[src/ieesrq_pkg.sv]
// shared constants for the service-request and parallel-poll block
package ieesrq_pkg;
   // command bytes seen with attention asserted
   localparam logic [7:0] CMD_CONFIGURE   = 8'h05;
   localparam logic [7:0] CMD_DISABLE     = 8'h70;
   localparam logic [7:0] CMD_UNLISTEN    = 8'h3F;
   localparam logic [7:0] CMD_SPOLL_EN    = 8'h18;
   localparam logic [7:0] CMD_SPOLL_DIS   = 8'h19;
   localparam logic [2:0] LISTEN_GROUP    = 3'h1;
   localparam logic [2:0] TALK_GROUP      = 3'h2;
   localparam logic [3:0] ENABLE_PATTERN  = 4'h6;
   localparam int         SENSE_BIT       = 3;
   localparam logic [4:0] ADDR_RESET      = 5'h00;
   localparam logic [4:0] HW_ADDR_MAX     = 5'h07;
   // axi4-lite register map
   localparam logic [3:0] REG_CTRL        = 4'h0;
   localparam logic [3:0] REG_STATUS      = 4'h4;
   localparam logic [3:0] REG_PPCFG       = 4'h8;
   localparam logic [1:0] RESP_OKAY       = 2'h0;
   localparam logic [1:0] RESP_SLVERR     = 2'h2;
   // control register fields
   localparam int         CTRL_REQ        = 0;
   localparam int         CTRL_AUTOCLR    = 1;
   localparam int         CTRL_HWMODE     = 2;
   localparam int         CTRL_NEED       = 3;
   localparam int         CTRL_ADDR_LSB   = 8;
   localparam logic [31:0] CTRL_RESET     = 32'h0000_0002;
endpackage

[src/ieesrq_resp_if.sv]
// response settings passed from the decoder to the poll driver
`timescale 1ns/1ps
interface ieesrq_resp_if;
   logic       enabled;
   logic       sense;
   logic [2:0] line_sel;
   logic       hw_mode;
   logic [4:0] bus_addr;
   logic       need;
   logic       is_ctrl;
   modport src (output enabled, sense, line_sel, hw_mode, bus_addr, need, is_ctrl);
   modport dst (input enabled, sense, line_sel, hw_mode, bus_addr, need, is_ctrl);
endinterface

[src/ieesrq_top.sv]
// service request and parallel poll logic with axi4-lite control
//
// The register offsets and the AXI4-Lite slave port were chosen for this implementation.
`timescale 1ns/1ps
module ieesrq_top (
   // clock and reset
   input  wire logic        ref_clk,
   input  wire logic        reset_n,
   input  wire logic        clk_en,
   // bus lines, true means asserted
   input  wire logic        atn,
   input  wire logic        eoi,
   input  wire logic [7:0]  dio_in,
   input  wire logic        cmd_strobe,
   input  wire logic        is_controller,
   // bus drive, enable low means pull low
   output logic [7:0]       dio_oe_n,
   output logic             srq_oe_n,
   // axi4-lite write address
   input  wire logic [3:0]  s_axi_awaddr,
   input  wire logic        s_axi_awvalid,
   output logic             s_axi_awready,
   // axi4-lite write data
   input  wire logic [31:0] s_axi_wdata,
   input  wire logic [3:0]  s_axi_wstrb,
   input  wire logic        s_axi_wvalid,
   output logic             s_axi_wready,
   // axi4-lite write response
   output logic [1:0]       s_axi_bresp,
   output logic             s_axi_bvalid,
   input  wire logic        s_axi_bready,
   // axi4-lite read address
   input  wire logic [3:0]  s_axi_araddr,
   input  wire logic        s_axi_arvalid,
   output logic             s_axi_arready,
   // axi4-lite read data
   output logic [31:0]      s_axi_rdata,
   output logic [1:0]       s_axi_rresp,
   output logic             s_axi_rvalid,
   input  wire logic        s_axi_rready
);
   typedef enum logic [1:0] {IDLE, CONFIG_SEEN} ieesrq_cfg_t;

   ieesrq_cfg_t cfg_state;
   ieesrq_cfg_t next_cfg_state;
   logic [31:0] ctrl;
   logic        srq;
   logic        listener;
   logic        spoll_mode;
   logic        talker;
   logic        pp_enabled;
   logic        pp_sense;
   logic [2:0]  pp_line;
   logic        req_prev;
   logic        aw_held;
   logic        w_held;
   logic [3:0]  aw_addr;
   logic [31:0] w_data;
   logic [3:0]  w_strb;

   ieesrq_resp_if resp ();

   // bus command decode
   wire       cmd_take    = clk_en && cmd_strobe && atn;
   wire [7:0] cmd         = dio_in;
   wire [4:0] my_addr     = ctrl[ieesrq_pkg::CTRL_ADDR_LSB +: 5];
   wire       is_unl      = cmd == ieesrq_pkg::CMD_UNLISTEN;
   wire       is_my_lsn   = (cmd[7:5] == ieesrq_pkg::LISTEN_GROUP) && (cmd[4:0] == my_addr) && !is_unl;
   wire       is_talk     = cmd[7:5] == ieesrq_pkg::TALK_GROUP && cmd[4:0] != 5'h1F;
   wire       is_my_talk  = is_talk && cmd[4:0] == my_addr;
   wire       is_cfg      = cmd == ieesrq_pkg::CMD_CONFIGURE;
   wire       is_enable   = cmd[7:4] == ieesrq_pkg::ENABLE_PATTERN;
   wire       is_disable  = cmd == ieesrq_pkg::CMD_DISABLE;
   wire       do_enable   = cmd_take && listener && cfg_state == CONFIG_SEEN && is_enable;
   wire       do_disable  = cmd_take && listener && cfg_state == CONFIG_SEEN && is_disable;
   wire       poll_active = atn && eoi;
   // a serial poll read: not atn, spoll mode, addressed talker, byte strobed out
   wire       spolled     = clk_en && cmd_strobe && !atn && spoll_mode && talker;

   always_comb begin
      next_cfg_state = cfg_state;
      if (cmd_take) begin
         unique case (cfg_state)
            IDLE:        next_cfg_state = is_cfg ? CONFIG_SEEN : IDLE;
            CONFIG_SEEN: next_cfg_state = is_cfg ? CONFIG_SEEN : IDLE;
            default:     next_cfg_state = IDLE;
         endcase
      end
   end

   // addressing state, one short block per flag
   wire       set_lsn     = cmd_take && is_my_lsn;
   wire       clr_lsn     = cmd_take && is_unl;
   wire       new_talk    = cmd_take && is_talk;
   wire       spoll_on    = cmd_take && cmd == ieesrq_pkg::CMD_SPOLL_EN;
   wire       spoll_off   = cmd_take && cmd == ieesrq_pkg::CMD_SPOLL_DIS;

   always_ff @(posedge ref_clk or negedge reset_n) begin
      if (!reset_n) begin
         cfg_state <= IDLE;
      end else if (clk_en) begin
         cfg_state <= next_cfg_state;
      end
   end

   // unlisten wins so a stray own listen byte in the same strobe cannot re-arm
   always_ff @(posedge ref_clk or negedge reset_n) begin
      if (!reset_n) begin
         listener <= 1'b0;
      end else if (clk_en) begin
         if (clr_lsn) begin
            listener <= 1'b0;
         end else if (set_lsn) begin
            listener <= 1'b1;
         end
      end
   end

   always_ff @(posedge ref_clk or negedge reset_n) begin
      if (!reset_n) begin
         talker <= 1'b0;
      end else if (clk_en) begin
         if (new_talk) begin
            talker <= is_my_talk;
         end
      end
   end

   always_ff @(posedge ref_clk or negedge reset_n) begin
      if (!reset_n) begin
         spoll_mode <= 1'b0;
      end else if (clk_en) begin
         if (spoll_on) begin
            spoll_mode <= 1'b1;
         end else if (spoll_off) begin
            spoll_mode <= 1'b0;
         end
      end
   end

   // remote poll configuration; held disabled from reset
   always_ff @(posedge ref_clk or negedge reset_n) begin
      if (!reset_n) begin
         pp_enabled <= 1'b0;
         pp_sense   <= 1'b0;
         pp_line    <= 3'h0;
      end else if (clk_en) begin
         if (do_enable) begin
            pp_enabled <= 1'b1;
            pp_sense   <= cmd[ieesrq_pkg::SENSE_BIT];
            pp_line    <= cmd[2:0];
         end else if (do_disable) begin
            pp_enabled <= 1'b0;
         end
      end
   end

   // service request: set by a rising request bit, held until withdrawn or, with auto-clear set, polled
   wire req_rise = ctrl[ieesrq_pkg::CTRL_REQ] && !req_prev;
   always_ff @(posedge ref_clk or negedge reset_n) begin
      if (!reset_n) begin
         srq      <= 1'b0;
         req_prev <= 1'b0;
      end else if (clk_en) begin
         req_prev <= ctrl[ieesrq_pkg::CTRL_REQ];
         // a new request in the same cycle as a poll wins
         if (req_rise) srq <= 1'b1;
         else if (spolled && ctrl[ieesrq_pkg::CTRL_AUTOCLR]) srq <= 1'b0;
         else if (!ctrl[ieesrq_pkg::CTRL_REQ]) srq <= 1'b0;
      end
   end
   assign srq_oe_n = !srq;

   assign resp.enabled  = pp_enabled;
   assign resp.sense    = pp_sense;
   assign resp.line_sel = pp_line;
   assign resp.hw_mode  = ctrl[ieesrq_pkg::CTRL_HWMODE];
   assign resp.bus_addr = my_addr;
   assign resp.need     = ctrl[ieesrq_pkg::CTRL_NEED] | srq;
   assign resp.is_ctrl  = is_controller;

   ieesrq_poll_drv u_poll (
      .ref_clk     (ref_clk),
      .reset_n     (reset_n),
      .clk_en      (clk_en),
      .poll_active (poll_active),
      .cfg         (resp),
      .dio_oe_n    (dio_oe_n)
   );

   // axi4-lite slave: one write and one read in flight
   wire do_write  = aw_held && w_held && !s_axi_bvalid;
   wire wr_ctrl   = aw_addr == ieesrq_pkg::REG_CTRL;
   wire wr_ok     = wr_ctrl || aw_addr == ieesrq_pkg::REG_STATUS || aw_addr == ieesrq_pkg::REG_PPCFG;
   wire [31:0] wmask = {{8{w_strb[3]}}, {8{w_strb[2]}}, {8{w_strb[1]}}, {8{w_strb[0]}}};
   wire [31:0] status_word = {26'h0, spoll_mode, talker, listener, cfg_state == CONFIG_SEEN, is_controller, srq};
   wire [31:0] ppcfg_word  = {27'h0, pp_enabled, pp_sense, pp_line};
   wire        rd_ok   = s_axi_araddr == ieesrq_pkg::REG_CTRL || s_axi_araddr == ieesrq_pkg::REG_STATUS
                         || s_axi_araddr == ieesrq_pkg::REG_PPCFG;
   wire [31:0] rd_word = s_axi_araddr == ieesrq_pkg::REG_CTRL   ? ctrl :
                         s_axi_araddr == ieesrq_pkg::REG_STATUS ? status_word :
                         s_axi_araddr == ieesrq_pkg::REG_PPCFG  ? ppcfg_word : 32'h0;

   // readies fall with clk_en so no beat is seen as taken while the slave is frozen
   assign s_axi_awready = clk_en && !aw_held;
   assign s_axi_wready  = clk_en && !w_held;
   assign s_axi_arready = clk_en && !s_axi_rvalid;

   always_ff @(posedge ref_clk or negedge reset_n) begin
      if (!reset_n) begin
         aw_held <= 1'b0;
         aw_addr <= 4'h0;
      end else if (clk_en) begin
         if (s_axi_awvalid && !aw_held) begin
            aw_held <= 1'b1;
            aw_addr <= s_axi_awaddr;
         end else if (do_write) begin
            aw_held <= 1'b0;
         end
      end
   end

   always_ff @(posedge ref_clk or negedge reset_n) begin
      if (!reset_n) begin
         w_held <= 1'b0;
         w_data <= 32'h0;
         w_strb <= 4'h0;
      end else if (clk_en) begin
         if (s_axi_wvalid && !w_held) begin
            w_held <= 1'b1;
            w_data <= s_axi_wdata;
            w_strb <= s_axi_wstrb;
         end else if (do_write) begin
            w_held <= 1'b0;
         end
      end
   end

   wire [31:0] next_ctrl = (ctrl & ~wmask) | (w_data & wmask);
   wire        ctrl_we   = clk_en && do_write && wr_ctrl;

   always_ff @(posedge ref_clk or negedge reset_n) begin
      if (!reset_n) begin
         ctrl <= ieesrq_pkg::CTRL_RESET;
      end else if (ctrl_we) begin
         ctrl <= next_ctrl;
      end
   end

   always_ff @(posedge ref_clk or negedge reset_n) begin
      if (!reset_n) begin
         s_axi_bvalid <= 1'b0;
         s_axi_bresp  <= ieesrq_pkg::RESP_OKAY;
      end else if (clk_en) begin
         if (do_write) begin
            s_axi_bvalid <= 1'b1;
            s_axi_bresp  <= wr_ok ? ieesrq_pkg::RESP_OKAY : ieesrq_pkg::RESP_SLVERR;
         end else if (s_axi_bready) begin
            s_axi_bvalid <= 1'b0;
         end
      end
   end

   always_ff @(posedge ref_clk or negedge reset_n) begin
      if (!reset_n) begin
         s_axi_rvalid <= 1'b0;
         s_axi_rdata  <= 32'h0;
         s_axi_rresp  <= ieesrq_pkg::RESP_OKAY;
      end else if (clk_en) begin
         if (s_axi_arvalid && !s_axi_rvalid) begin
            s_axi_rvalid <= 1'b1;
            s_axi_rdata  <= rd_word;
            s_axi_rresp  <= rd_ok ? ieesrq_pkg::RESP_OKAY : ieesrq_pkg::RESP_SLVERR;
         end else if (s_axi_rready) begin
            s_axi_rvalid <= 1'b0;
         end
      end
   end

   srq_hold_a: assert property (@(posedge ref_clk) disable iff (!reset_n)
      srq && ctrl[ieesrq_pkg::CTRL_REQ] && !spolled |=> srq) else $error("request dropped early");
   srq_autoclr_a: assert property (@(posedge ref_clk) disable iff (!reset_n)
      srq && spolled && ctrl[ieesrq_pkg::CTRL_AUTOCLR] && !req_rise |=> !srq)
      else $error("serial poll did not release request");
   enable_store_a: assert property (@(posedge ref_clk) disable iff (!reset_n)
      do_enable |=> pp_enabled && pp_line == $past(cmd[2:0]) && pp_sense == $past(cmd[3]))
      else $error("enable byte not stored");
   bad_pattern_a: assert property (@(posedge ref_clk) disable iff (!reset_n)
      cmd_take && cmd[7:4] != ieesrq_pkg::ENABLE_PATTERN && !is_disable |=> $stable(pp_enabled))
      else $error("non-enable byte changed config");
   disable_cmd_a: assert property (@(posedge ref_clk) disable iff (!reset_n)
      do_disable |=> !pp_enabled) else $error("disable not honoured");
   sense_drive_a: assert property (@(posedge ref_clk) disable iff (!reset_n)
      clk_en && poll_active && !is_controller && !resp.hw_mode && pp_enabled && pp_sense == resp.need
      |=> !dio_oe_n[$past(pp_line)]) else $error("enabled response line not driven");
   reset_off_a: assert property (@(posedge ref_clk) disable iff (!reset_n)
      $rose(reset_n) |-> !pp_enabled) else $error("config enabled after reset");

   aw_once_a: assert property (@(posedge ref_clk) disable iff (!reset_n)
      clk_en && s_axi_awvalid && s_axi_awready |=> !s_axi_awready)
      else $error("write address taken twice");
   rd_once_a: assert property (@(posedge ref_clk) disable iff (!reset_n)
      clk_en && s_axi_arvalid && s_axi_arready |=> s_axi_rvalid)
      else $error("read address not answered");
   b_hold_a: assert property (@(posedge ref_clk) disable iff (!reset_n)
      s_axi_bvalid && !s_axi_bready |=> s_axi_bvalid && $stable(s_axi_bresp))
      else $error("write response dropped");
   r_hold_a: assert property (@(posedge ref_clk) disable iff (!reset_n)
      s_axi_rvalid && !s_axi_rready |=> s_axi_rvalid && $stable(s_axi_rdata))
      else $error("read data dropped");
   ctrl_write_a: assert property (@(posedge ref_clk) disable iff (!reset_n)
      ctrl_we |=> ctrl == $past(next_ctrl)) else $error("control write lost");
   ctrl_keep_a: assert property (@(posedge ref_clk) disable iff (!reset_n)
      !ctrl_we |=> $stable(ctrl)) else $error("control changed without a write");
   state_freeze_a: assert property (@(posedge ref_clk) disable iff (!reset_n)
      !clk_en |=> $stable(srq) && $stable(listener) && $stable(pp_enabled) && $stable(cfg_state))
      else $error("state moved while frozen");
   srq_set_a: assert property (@(posedge ref_clk) disable iff (!reset_n)
      clk_en && req_rise |=> srq) else $error("request not raised");
   srq_clear_a: assert property (@(posedge ref_clk) disable iff (!reset_n)
      clk_en && !ctrl[ieesrq_pkg::CTRL_REQ] |=> !srq) else $error("withdrawn request still raised");
   listen_set_a: assert property (@(posedge ref_clk) disable iff (!reset_n)
      set_lsn |=> listener) else $error("listen address ignored");
   unlisten_a: assert property (@(posedge ref_clk) disable iff (!reset_n)
      clr_lsn |=> !listener) else $error("unlisten ignored");
   talk_track_a: assert property (@(posedge ref_clk) disable iff (!reset_n)
      new_talk |=> talker == $past(is_my_talk)) else $error("talk address mistracked");
   spoll_on_a: assert property (@(posedge ref_clk) disable iff (!reset_n)
      spoll_on |=> spoll_mode) else $error("serial poll mode not entered");
   spoll_off_a: assert property (@(posedge ref_clk) disable iff (!reset_n)
      spoll_off |=> !spoll_mode) else $error("serial poll mode not left");
   cfg_seen_a: assert property (@(posedge ref_clk) disable iff (!reset_n)
      cmd_take && is_cfg |=> cfg_state == CONFIG_SEEN) else $error("configure command missed");
   enable_keep_a: assert property (@(posedge ref_clk) disable iff (!reset_n)
      cmd_take && !do_enable |=> $stable(pp_line) && $stable(pp_sense))
      else $error("response changed without enable");
endmodule

[src/ieesrq_poll_drv.sv]
// parallel poll response driver
`timescale 1ns/1ps
module ieesrq_poll_drv (
   // clock and reset
   input  wire logic       ref_clk,
   input  wire logic       reset_n,
   input  wire logic       clk_en,
   // bus state
   input  wire logic       poll_active,
   // settings
   ieesrq_resp_if.dst      cfg,
   // data line drive, enable low means drive low
   output logic [7:0]      dio_oe_n
);
   wire       hw_ok     = cfg.hw_mode && (cfg.bus_addr <= ieesrq_pkg::HW_ADDR_MAX);
   wire [2:0] hw_line   = 3'h7 - cfg.bus_addr[2:0];
   wire       hw_pull   = cfg.need;
   wire       sw_pull   = (cfg.sense == cfg.need);
   wire       answer    = poll_active && !cfg.is_ctrl && (hw_ok || (!cfg.hw_mode && cfg.enabled));
   wire [2:0] use_line  = cfg.hw_mode ? hw_line : cfg.line_sel;
   wire       pull      = cfg.hw_mode ? hw_pull : sw_pull;
   wire [7:0] next_oe_n = (answer && pull) ? ~(8'h01 << use_line) : 8'hFF;

   always_ff @(posedge ref_clk or negedge reset_n) begin
      if (!reset_n) begin
         dio_oe_n <= 8'hFF;
      end else if (clk_en) begin
         dio_oe_n <= next_oe_n;
      end
   end

   one_line_a: assert property (@(posedge ref_clk) disable iff (!reset_n)
      $countones(~dio_oe_n) <= 1) else $error("more than one poll line driven");
   ctrl_silent_a: assert property (@(posedge ref_clk) disable iff (!reset_n)
      clk_en && cfg.is_ctrl |=> dio_oe_n == 8'hFF) else $error("controller answered poll");
   poll_end_a: assert property (@(posedge ref_clk) disable iff (!reset_n)
      clk_en && !poll_active |=> dio_oe_n == 8'hFF) else $error("line driven outside poll");
   hw_line_a: assert property (@(posedge ref_clk) disable iff (!reset_n)
      clk_en && poll_active && !cfg.is_ctrl && cfg.hw_mode && cfg.need && cfg.bus_addr == 5'h00
      |=> dio_oe_n == 8'h7F) else $error("address zero must use top line");
endmodule

[config.mk]
export PLATFORM = sky130hd
export DESIGN_NAME = ieesrq_top
export DESIGN_NICKNAME = d
export VERILOG_FILES = /design/src/ieesrq_pkg.sv /design/src/ieesrq_resp_if.sv /design/src/ieesrq_top.sv /design/src/ieesrq_poll_drv.sv
export SDC_FILE = /design/constraint.sdc
export NUM_CORES = 1
export LEC_CHECK = 0
export BUFFER_PORTS_ARGS = -buffer_cell sky130_fd_sc_hd__buf_2
export CELL_PAD_IN_SITES_DETAIL_PLACEMENT = 0
export CELL_PAD_IN_SITES_GLOBAL_PLACEMENT = 1
export CORE_AREA = 2 2 151 94
export CTS_CLUSTER_DIAMETER = 200
export DETAILED_ROUTE_END_ITERATION = 6
export DIE_AREA = 0 0 153 96
export GPL_ROUTABILITY_DRIVEN = 0
export HOLD_SLACK_MARGIN = 0.06
export PLACE_DENSITY_LB_ADDON = 0.1
export REMOVE_ABC_BUFFERS = 1
export SLEW_MARGIN = 5
export SYNTH_ARGS = -nofsm -noshare
export SYNTH_HDL_FRONTEND = slang
export SYNTH_SLANG_ARGS = --single-unit
[constraint.sdc]
create_clock -name ref_clk -period 2.2 [get_ports ref_clk]
set_clock_uncertainty 0.2 [all_clocks]
set_input_delay 0.11 -clock ref_clk [delete_from_list [all_inputs] [get_ports ref_clk]]
set_output_delay 0.11 -clock ref_clk [all_outputs]
set_load 0.02 [all_outputs]
==> Word-level counts from Yosys, hierarchy flattened <==
Index checks and enable logic that the tools add are counted.
{ "totals": {"output_inout_bits": 50, "latchBits": 0, "rom_bits": 0, "mem_count": 0, "input_bits": 64, "ff_bits": 132, "wordCells": 150, "ramBits": 0} }
{ "op_classes": {"magnitude_cmp": 1, "reduce_logical": 77, "shifts": 1, "div_mod_pow": 0, "n_mul": 0, "muxes": 26, "addsub": 1, "bitwise": 6, "n_eq_ne": 17} }
{ "op_table": {"columns": ["op", "count"], "rows": [
  ["$and 32x32->32", 2],
  ["$logic_and 1x1->1", 36],
  ["$mux 32", 1],
  ["$not 32->32", 1],
  ["$or 32x32->32", 1],
  ["$reduce_and 2->1", 15],
  ["$mux 1", 19],
  ["$eq 8x5->1 const B", 2],
  ["$reduce_bool 2->1", 7],
  ["$eq 4x3->1 const B", 3],
  ["$logic_not 1->1", 10],
  ["$eq 4x4->1 const B", 2],
  ["$eq 8x3->1 const B", 1],
  ["$eq 8x6->1 const B", 1],
  ["$eq 8x7->1 const B", 1],
  ["$logic_not 4->1", 2],
  ["$mux 8", 1],
  ["$not 8->8", 1],
  ["$shl 1x3->8 const A", 1],
  ["$mux 6", 1],
  ["$eq 5x5->1", 1],
  ["$le 5x3->1 const B", 1],
  ["$logic_or 1x1->1", 5],
  ["$mux 5", 1],
  ["other kinds (12)", 13]
]} }

==> Depth between registers and ports, before layout <==
{ "depth": {"word_depth": 7, "ltp_mapped": 5, "mapped_depth_nobuf": 4} }

==> Hierarchy <==
From an unflattened synthesis, not the netlist that was laid out.
{ "unflattened": {"hier_cells": 387, "hier_area_um2": 5265.0} }
{ "modules_own_cells": {"columns": ["module", "n_inst", "area_per_inst_um2", "cells_per_inst", "seq_area_each_um2"], "rows": [
  ["ieesrq_top", 1, 4819.6, 343, 3029.2],
  ["ieesrq_poll_drv", 1, 445.4, 44, 210.2]
]} }

==> Worst setup path after synthesis <==
No wires, ideal clock.
{ "synth_path": {"path_type": "reg-to-reg", "startpoint": "register s_axi_rvalid", "endpoint": "register s_axi_rdata[12]", "setup_time_ps": 66, "arrival_time_ps": 1700, "stages_incl_launch_ff": 6, "n_path_buf": 1, "setup_slack_ps": 234, "t_required_ps": 1934, "synth_period_minus_slack_ps": 1966, "cell_sequence": "dfrtp_1 and2b_1 nand2_1 nor4_4 buf_2 a22o_1"} }
{ "synth_via": {"elab_chain_cells": 3} }
{ "synth_rtl": {"columns": ["item", "line_no", "rtl"], "rows": [
  ["start, declared", "ieesrq_top.sv:39", "output logic s_axi_rvalid,"],
  ["start signal, assigned", "ieesrq_top.sv:266", "s_axi_rvalid <= 1'b0;"],
  ["start signal, assigned", "ieesrq_top.sv:271", "s_axi_rvalid <= 1'b1;"],
  ["start signal, assigned", "ieesrq_top.sv:275", "s_axi_rvalid <= 1'b0;"],
  ["$logic_not 1->1", "ieesrq_top.sv:270", "if (s_axi_arvalid && !s_axi_rvalid) begin"],
  ["$logic_and 1x1->1", "ieesrq_top.sv:270", null],
  ["$reduce_and 2->1 (no line)", null, null],
  ["end signal, assigned", "ieesrq_top.sv:272", "s_axi_rdata <= rd_word;"],
  ["end, declared", "ieesrq_top.sv:37", "output logic [31:0] s_axi_rdata,"]
]} }
No other way between the ends.
A chain may end at the register's enable or synchronous reset.

==> Worst setup path in the final report <==
{ "layout_path": {"startpoint": "input atn", "endpoint": "register cfg_state[0]"} }
{ "layout_via": {"elab_chain_cells": 2} }
{ "layout_rtl": {"columns": ["item", "line_no", "rtl"], "rows": [
  ["start, declared", "ieesrq_top.sv:11", "input wire logic atn,"],
  ["$logic_and 1x1->1", "ieesrq_top.sv:64", "wire cmd_take = clk_en && cmd_strobe && atn;"],
  ["$reduce_and 2->1 (no line)", null, null],
  ["end signal, assigned", "ieesrq_top.sv:102", "cfg_state <= next_cfg_state;"],
  ["end, declared", "ieesrq_top.sv:44", "ieesrq_cfg_t cfg_state;"]
]} }
No other way between the ends.

==> run summary <==
The flow ran to the end, and the final reports show no timing, DRC or antenna violations. The type of the worst setup path is in2reg. Counting buffers and inverters, the worst setup path is 6 cells deep.

The depth of the worst register-to-register path came out at 4. The number of pins exceeding their max-slew limit in the final report came out at 0. The worst hold path begins at s_axi_wvalid. Along the worst hold path, the cell count comes to 4. The global-route usage over all layers was 18.71%; the cell area after synthesis was 0.005255 mm2. The count of nets left with antenna violations once routing finished came out at 0.

The final layout contains routed wiring with a total length of 12840 um. The floorplan step defined a die boundary enclosing 0.01469 mm2. The highest net fanout along the worst path is 5, and the leakage component of the power is 3.558 nW.

First-pass GRT wire length: 20780 um. After synthesis, flip-flops and latches occupy 61.64% of the total area. The mean cell area of the mapped netlist was 13.44 um2; the required time of the critical path was 2280 ps.

The worst setup slack after placement is 148.1 ps. Unique cell type count in the Yosys netlist: 44. Counting stages on the worst path, the most repeated cell is sky130_fd_sc_hd__dlygate4sd3_1. The number of buffers inserted by hold repair at cts is 74. Yosys mapped a number of flops with a built-in enable equal to 0.

The highest metal layer carrying signal wires in the routed design is met4. The startpoint identified for the worst register-to-register timing path is aw_addr[1]. Share of cells above drive strength 1: 41.20%. Total congestion overflow after global routing: 0. The most common library cell in the layout ignoring fill and taps is sky130_fd_sc_hd__dfrtp_1.

At the worst endpoint, the arrival time is 2190 ps. The width of the die works out to 153 um. The logs give 4 for the deepest level of the CTS H-tree and 129 for the CTS sink count. The power density of the placed cells works out to 1015 mW/mm2. The tools report the launch point of the worst path as atn. The first detailed-routing pass took 5 iterations.

IR analysis of the VDD net gives a maximum drop of 485.7 uV. Number of vias after detailed routing: 3854. The worst setup path is captured at a register. Entering global routing, the biggest net connects 38 pins. The routed design uses 926 um of met3 wire. The library cells used most frequently in the layout, excluding fill and tap cells, are 120 x sky130_fd_sc_hd__dfrtp_1, 110 x sky130_fd_sc_hd__buf_2, 76 x sky130_fd_sc_hd__mux2_2. For the met2 routed wirelength, the log shows 5347 um.

The run gives 0.4751 GHz as the achievable frequency. The share of synthesized registers carrying an async set or reset is 100.0%, and the total number of placement rows is 33. At the pin with the least slew margin, the transition time is 856.3 ps. Traced cell by cell, the critical path runs through dlygate4sd3_1 -> buf_2 -> nand3_1 -> dlygate4sd3_1 -> a22o_1 -> dlygate4sd3_1.

Setup repair after global routing left no endpoint under its margin. Dividing the detail-routed wire length by the instance count gives 16.52 um. The tightest min-delay check is of the in2reg type. Clock-pin slew was measured on the worst setup and hold paths at 60 ps. After layout, the worst setup slack is 95.01 ps. The via count of the first global-routing pass is 3863. The net total in the final layout was 654; the number of filler instances in the final layout was 1163.

For the worst max-slew margin expressed relative to the limit, the log shows 42.73%. The number of setup buffers added after CTS is 0. The total of endpoints with negative setup slack in the final report is 0.

The tools report the root buffer cell as sky130_fd_sc_hd__clkbuf_16. Die height: 96 um. For the initial antenna violation count, the log shows 0.

The largest delay contributor family on the critical path was buffers and inverters. The maximum root-to-sink buffer count is 2, and the count of buffers from port buffering is 111. The starting density of the core is 39.40%.

The number of resized instances in the post-cts repair step is 0, and the post-detailed-placement half-perimeter wirelength is 8633 um. After layout, the minimum clock period comes to 2105 ps. The number of buffers and inverters on the critical path was 4. The number of placed instances, taps included, is 672. Synthesis produced 391 cells. The finished layout holds 777 standard cells, fillers aside. During I/O placement, the number of pins put on the boundary was 114.

The CTS buffer count was 17; the number of failing hold endpoints at the final stage was 0. After detailed routing, the wire length on met1 is 6485 um. For this run, the slowest stage of the critical path takes 570 ps.

The count of unresolved DRC violations after routing is 0, and the setup slack of the most critical reg-to-reg path is 160 ps. The count of antenna diodes in the layout was 0. The synthesis-to-finish area growth came out at 40.83%.

STA classifies the critical path startpoint as an input pin. In the synthesized netlist the dominant register cell turns out to be sky130_fd_sc_hd__dfrtp_1. The core area was 0.01334 mm2. The clock network latency to the later pin of the worst-skew pair was 400 ps; the detailed-route vias per instance was 4.960.

In this run, synthesis produced a sequential element count of 129. Of the available clock period, the critical path in the final layout requires 95.68%. For the number of warnings printed during yosys synthesis, the log shows 0. The DRC violation total after the first TritonRoute iteration was 261.

The slowest stage of the critical path belongs to the cell sky130_fd_sc_hd__dlygate4sd3_1. Max-cap violations in this run came to 0. TritonCTS built the clock tree.
[cells in the mapped netlist (all sizes together), types with 2 or more instances]
master | instances | share of area, %
dfrtp | 120 | 57
mux2 | 78 | 17
nand2 | 29 | 2.5
a22o | 27 | 4.5
nor2 | 16 | 1.3
a21oi | 12 | 1.1
o21ai | 12 | 1.1
buf | 11 | 1.1
nor3 | 10 | 0.95
dfstp | 9 | 4.5
clkbuf | 6 | 0.43
inv | 6 | 0.43
nand3 | 6 | 0.57
o41ai | 5 | 0.83
a21boi | 4 | 0.57
nand4b | 4 | 0.67
nor2b | 4 | 0.48
nor4 | 4 | 0.76
or4 | 3 | 0.50
xnor2 | 3 | 0.50
xor2 | 3 | 0.50
a22oi | 2 | 0.29
a32o | 2 | 0.38
and4b | 2 | 0.38
or2 | 2 | 0.24
[per-stage QoR]
step | TNS (ps) | instance area [um2] | power, mW | hold WS, ps | util (%)
finish | 0 | 7401 | 7.514 | 49.08 | 55.49
global route | 0 | 7401 | 7.944 | 85.41 | 55.49
CTS | 0 | 7401 | 7.620 | 60.97 | 55.49
detailed placement | 0 | 6060 | 4.641 | -89.99 | 45.44
global placement | 0 | 6060 | 4.583 | -84.59 | 45.44
floorplan | -19430 | 5179 | 4.159 | -385.6 | -
[logic make-up (layout without fill, tap and decap cells)]
kind of cell,Yosys count,in the layout,synth area share [%]
flip-flops,129,129,61.64
AND/OR/NAND/NOR,83,83,8.690
multiplexers,79,79,16.90
AO/OA/AOI/OAI,70,70,9.738
buffers and inverters,23,233,1.952
XOR/XNOR,6,6,1.000
other,1,2,0.07136
[power breakdown]
| group | switching, mW | total (mW) | leakage [nW] | internal, mW |
|---|---|---|---|---|
| Sequential | 0.397 | 3.38 | 1.66 | 2.99 |
| Combinational | 0.579 | 1.37 | 1.61 | 0.788 |
| Clock | 0.980 | 2.76 | 0.286 | 1.78 |
[final timing paths]
kind / endpoint
min in group asynchronous: asynchronous set/reset pin
max in group asynchronous: asynchronous set/reset pin
hold / removal: w_held
setup / recovery: cfg_state[0]
hold reg to reg: s_axi_rdata[24]
setup reg to reg: register
[cell type report]
type / instances / area [um2] / area share [%]
clock buffer: 23 / 488.0 / 6.593
clock inverter: 8 / 102.6 / 1.386
inverter: 6 / 22.52 / 0.3043
multi-input combinational: 240 / 1922 / 25.97
sequential: 129 / 3239 / 43.77
tap: 175 / 219.0 / 2.959
timing repair buffer: 196 / 1408 / 19.02
[worst min-delay path, delay by kind of cell]
kind	cells	cell delay, ps
buffers and inverters	2	350
and+or+nand+nor	2	150
[metal layers]
layer  global-route usage, %  vias to the layer above
li1                        -                     1826
met1                   28.32                     1908
met2                   26.12                      112
met3                   4.412                        8
met4                   6.636                        0
met5                       0                        -
Power figures use the tool's default switching activity.
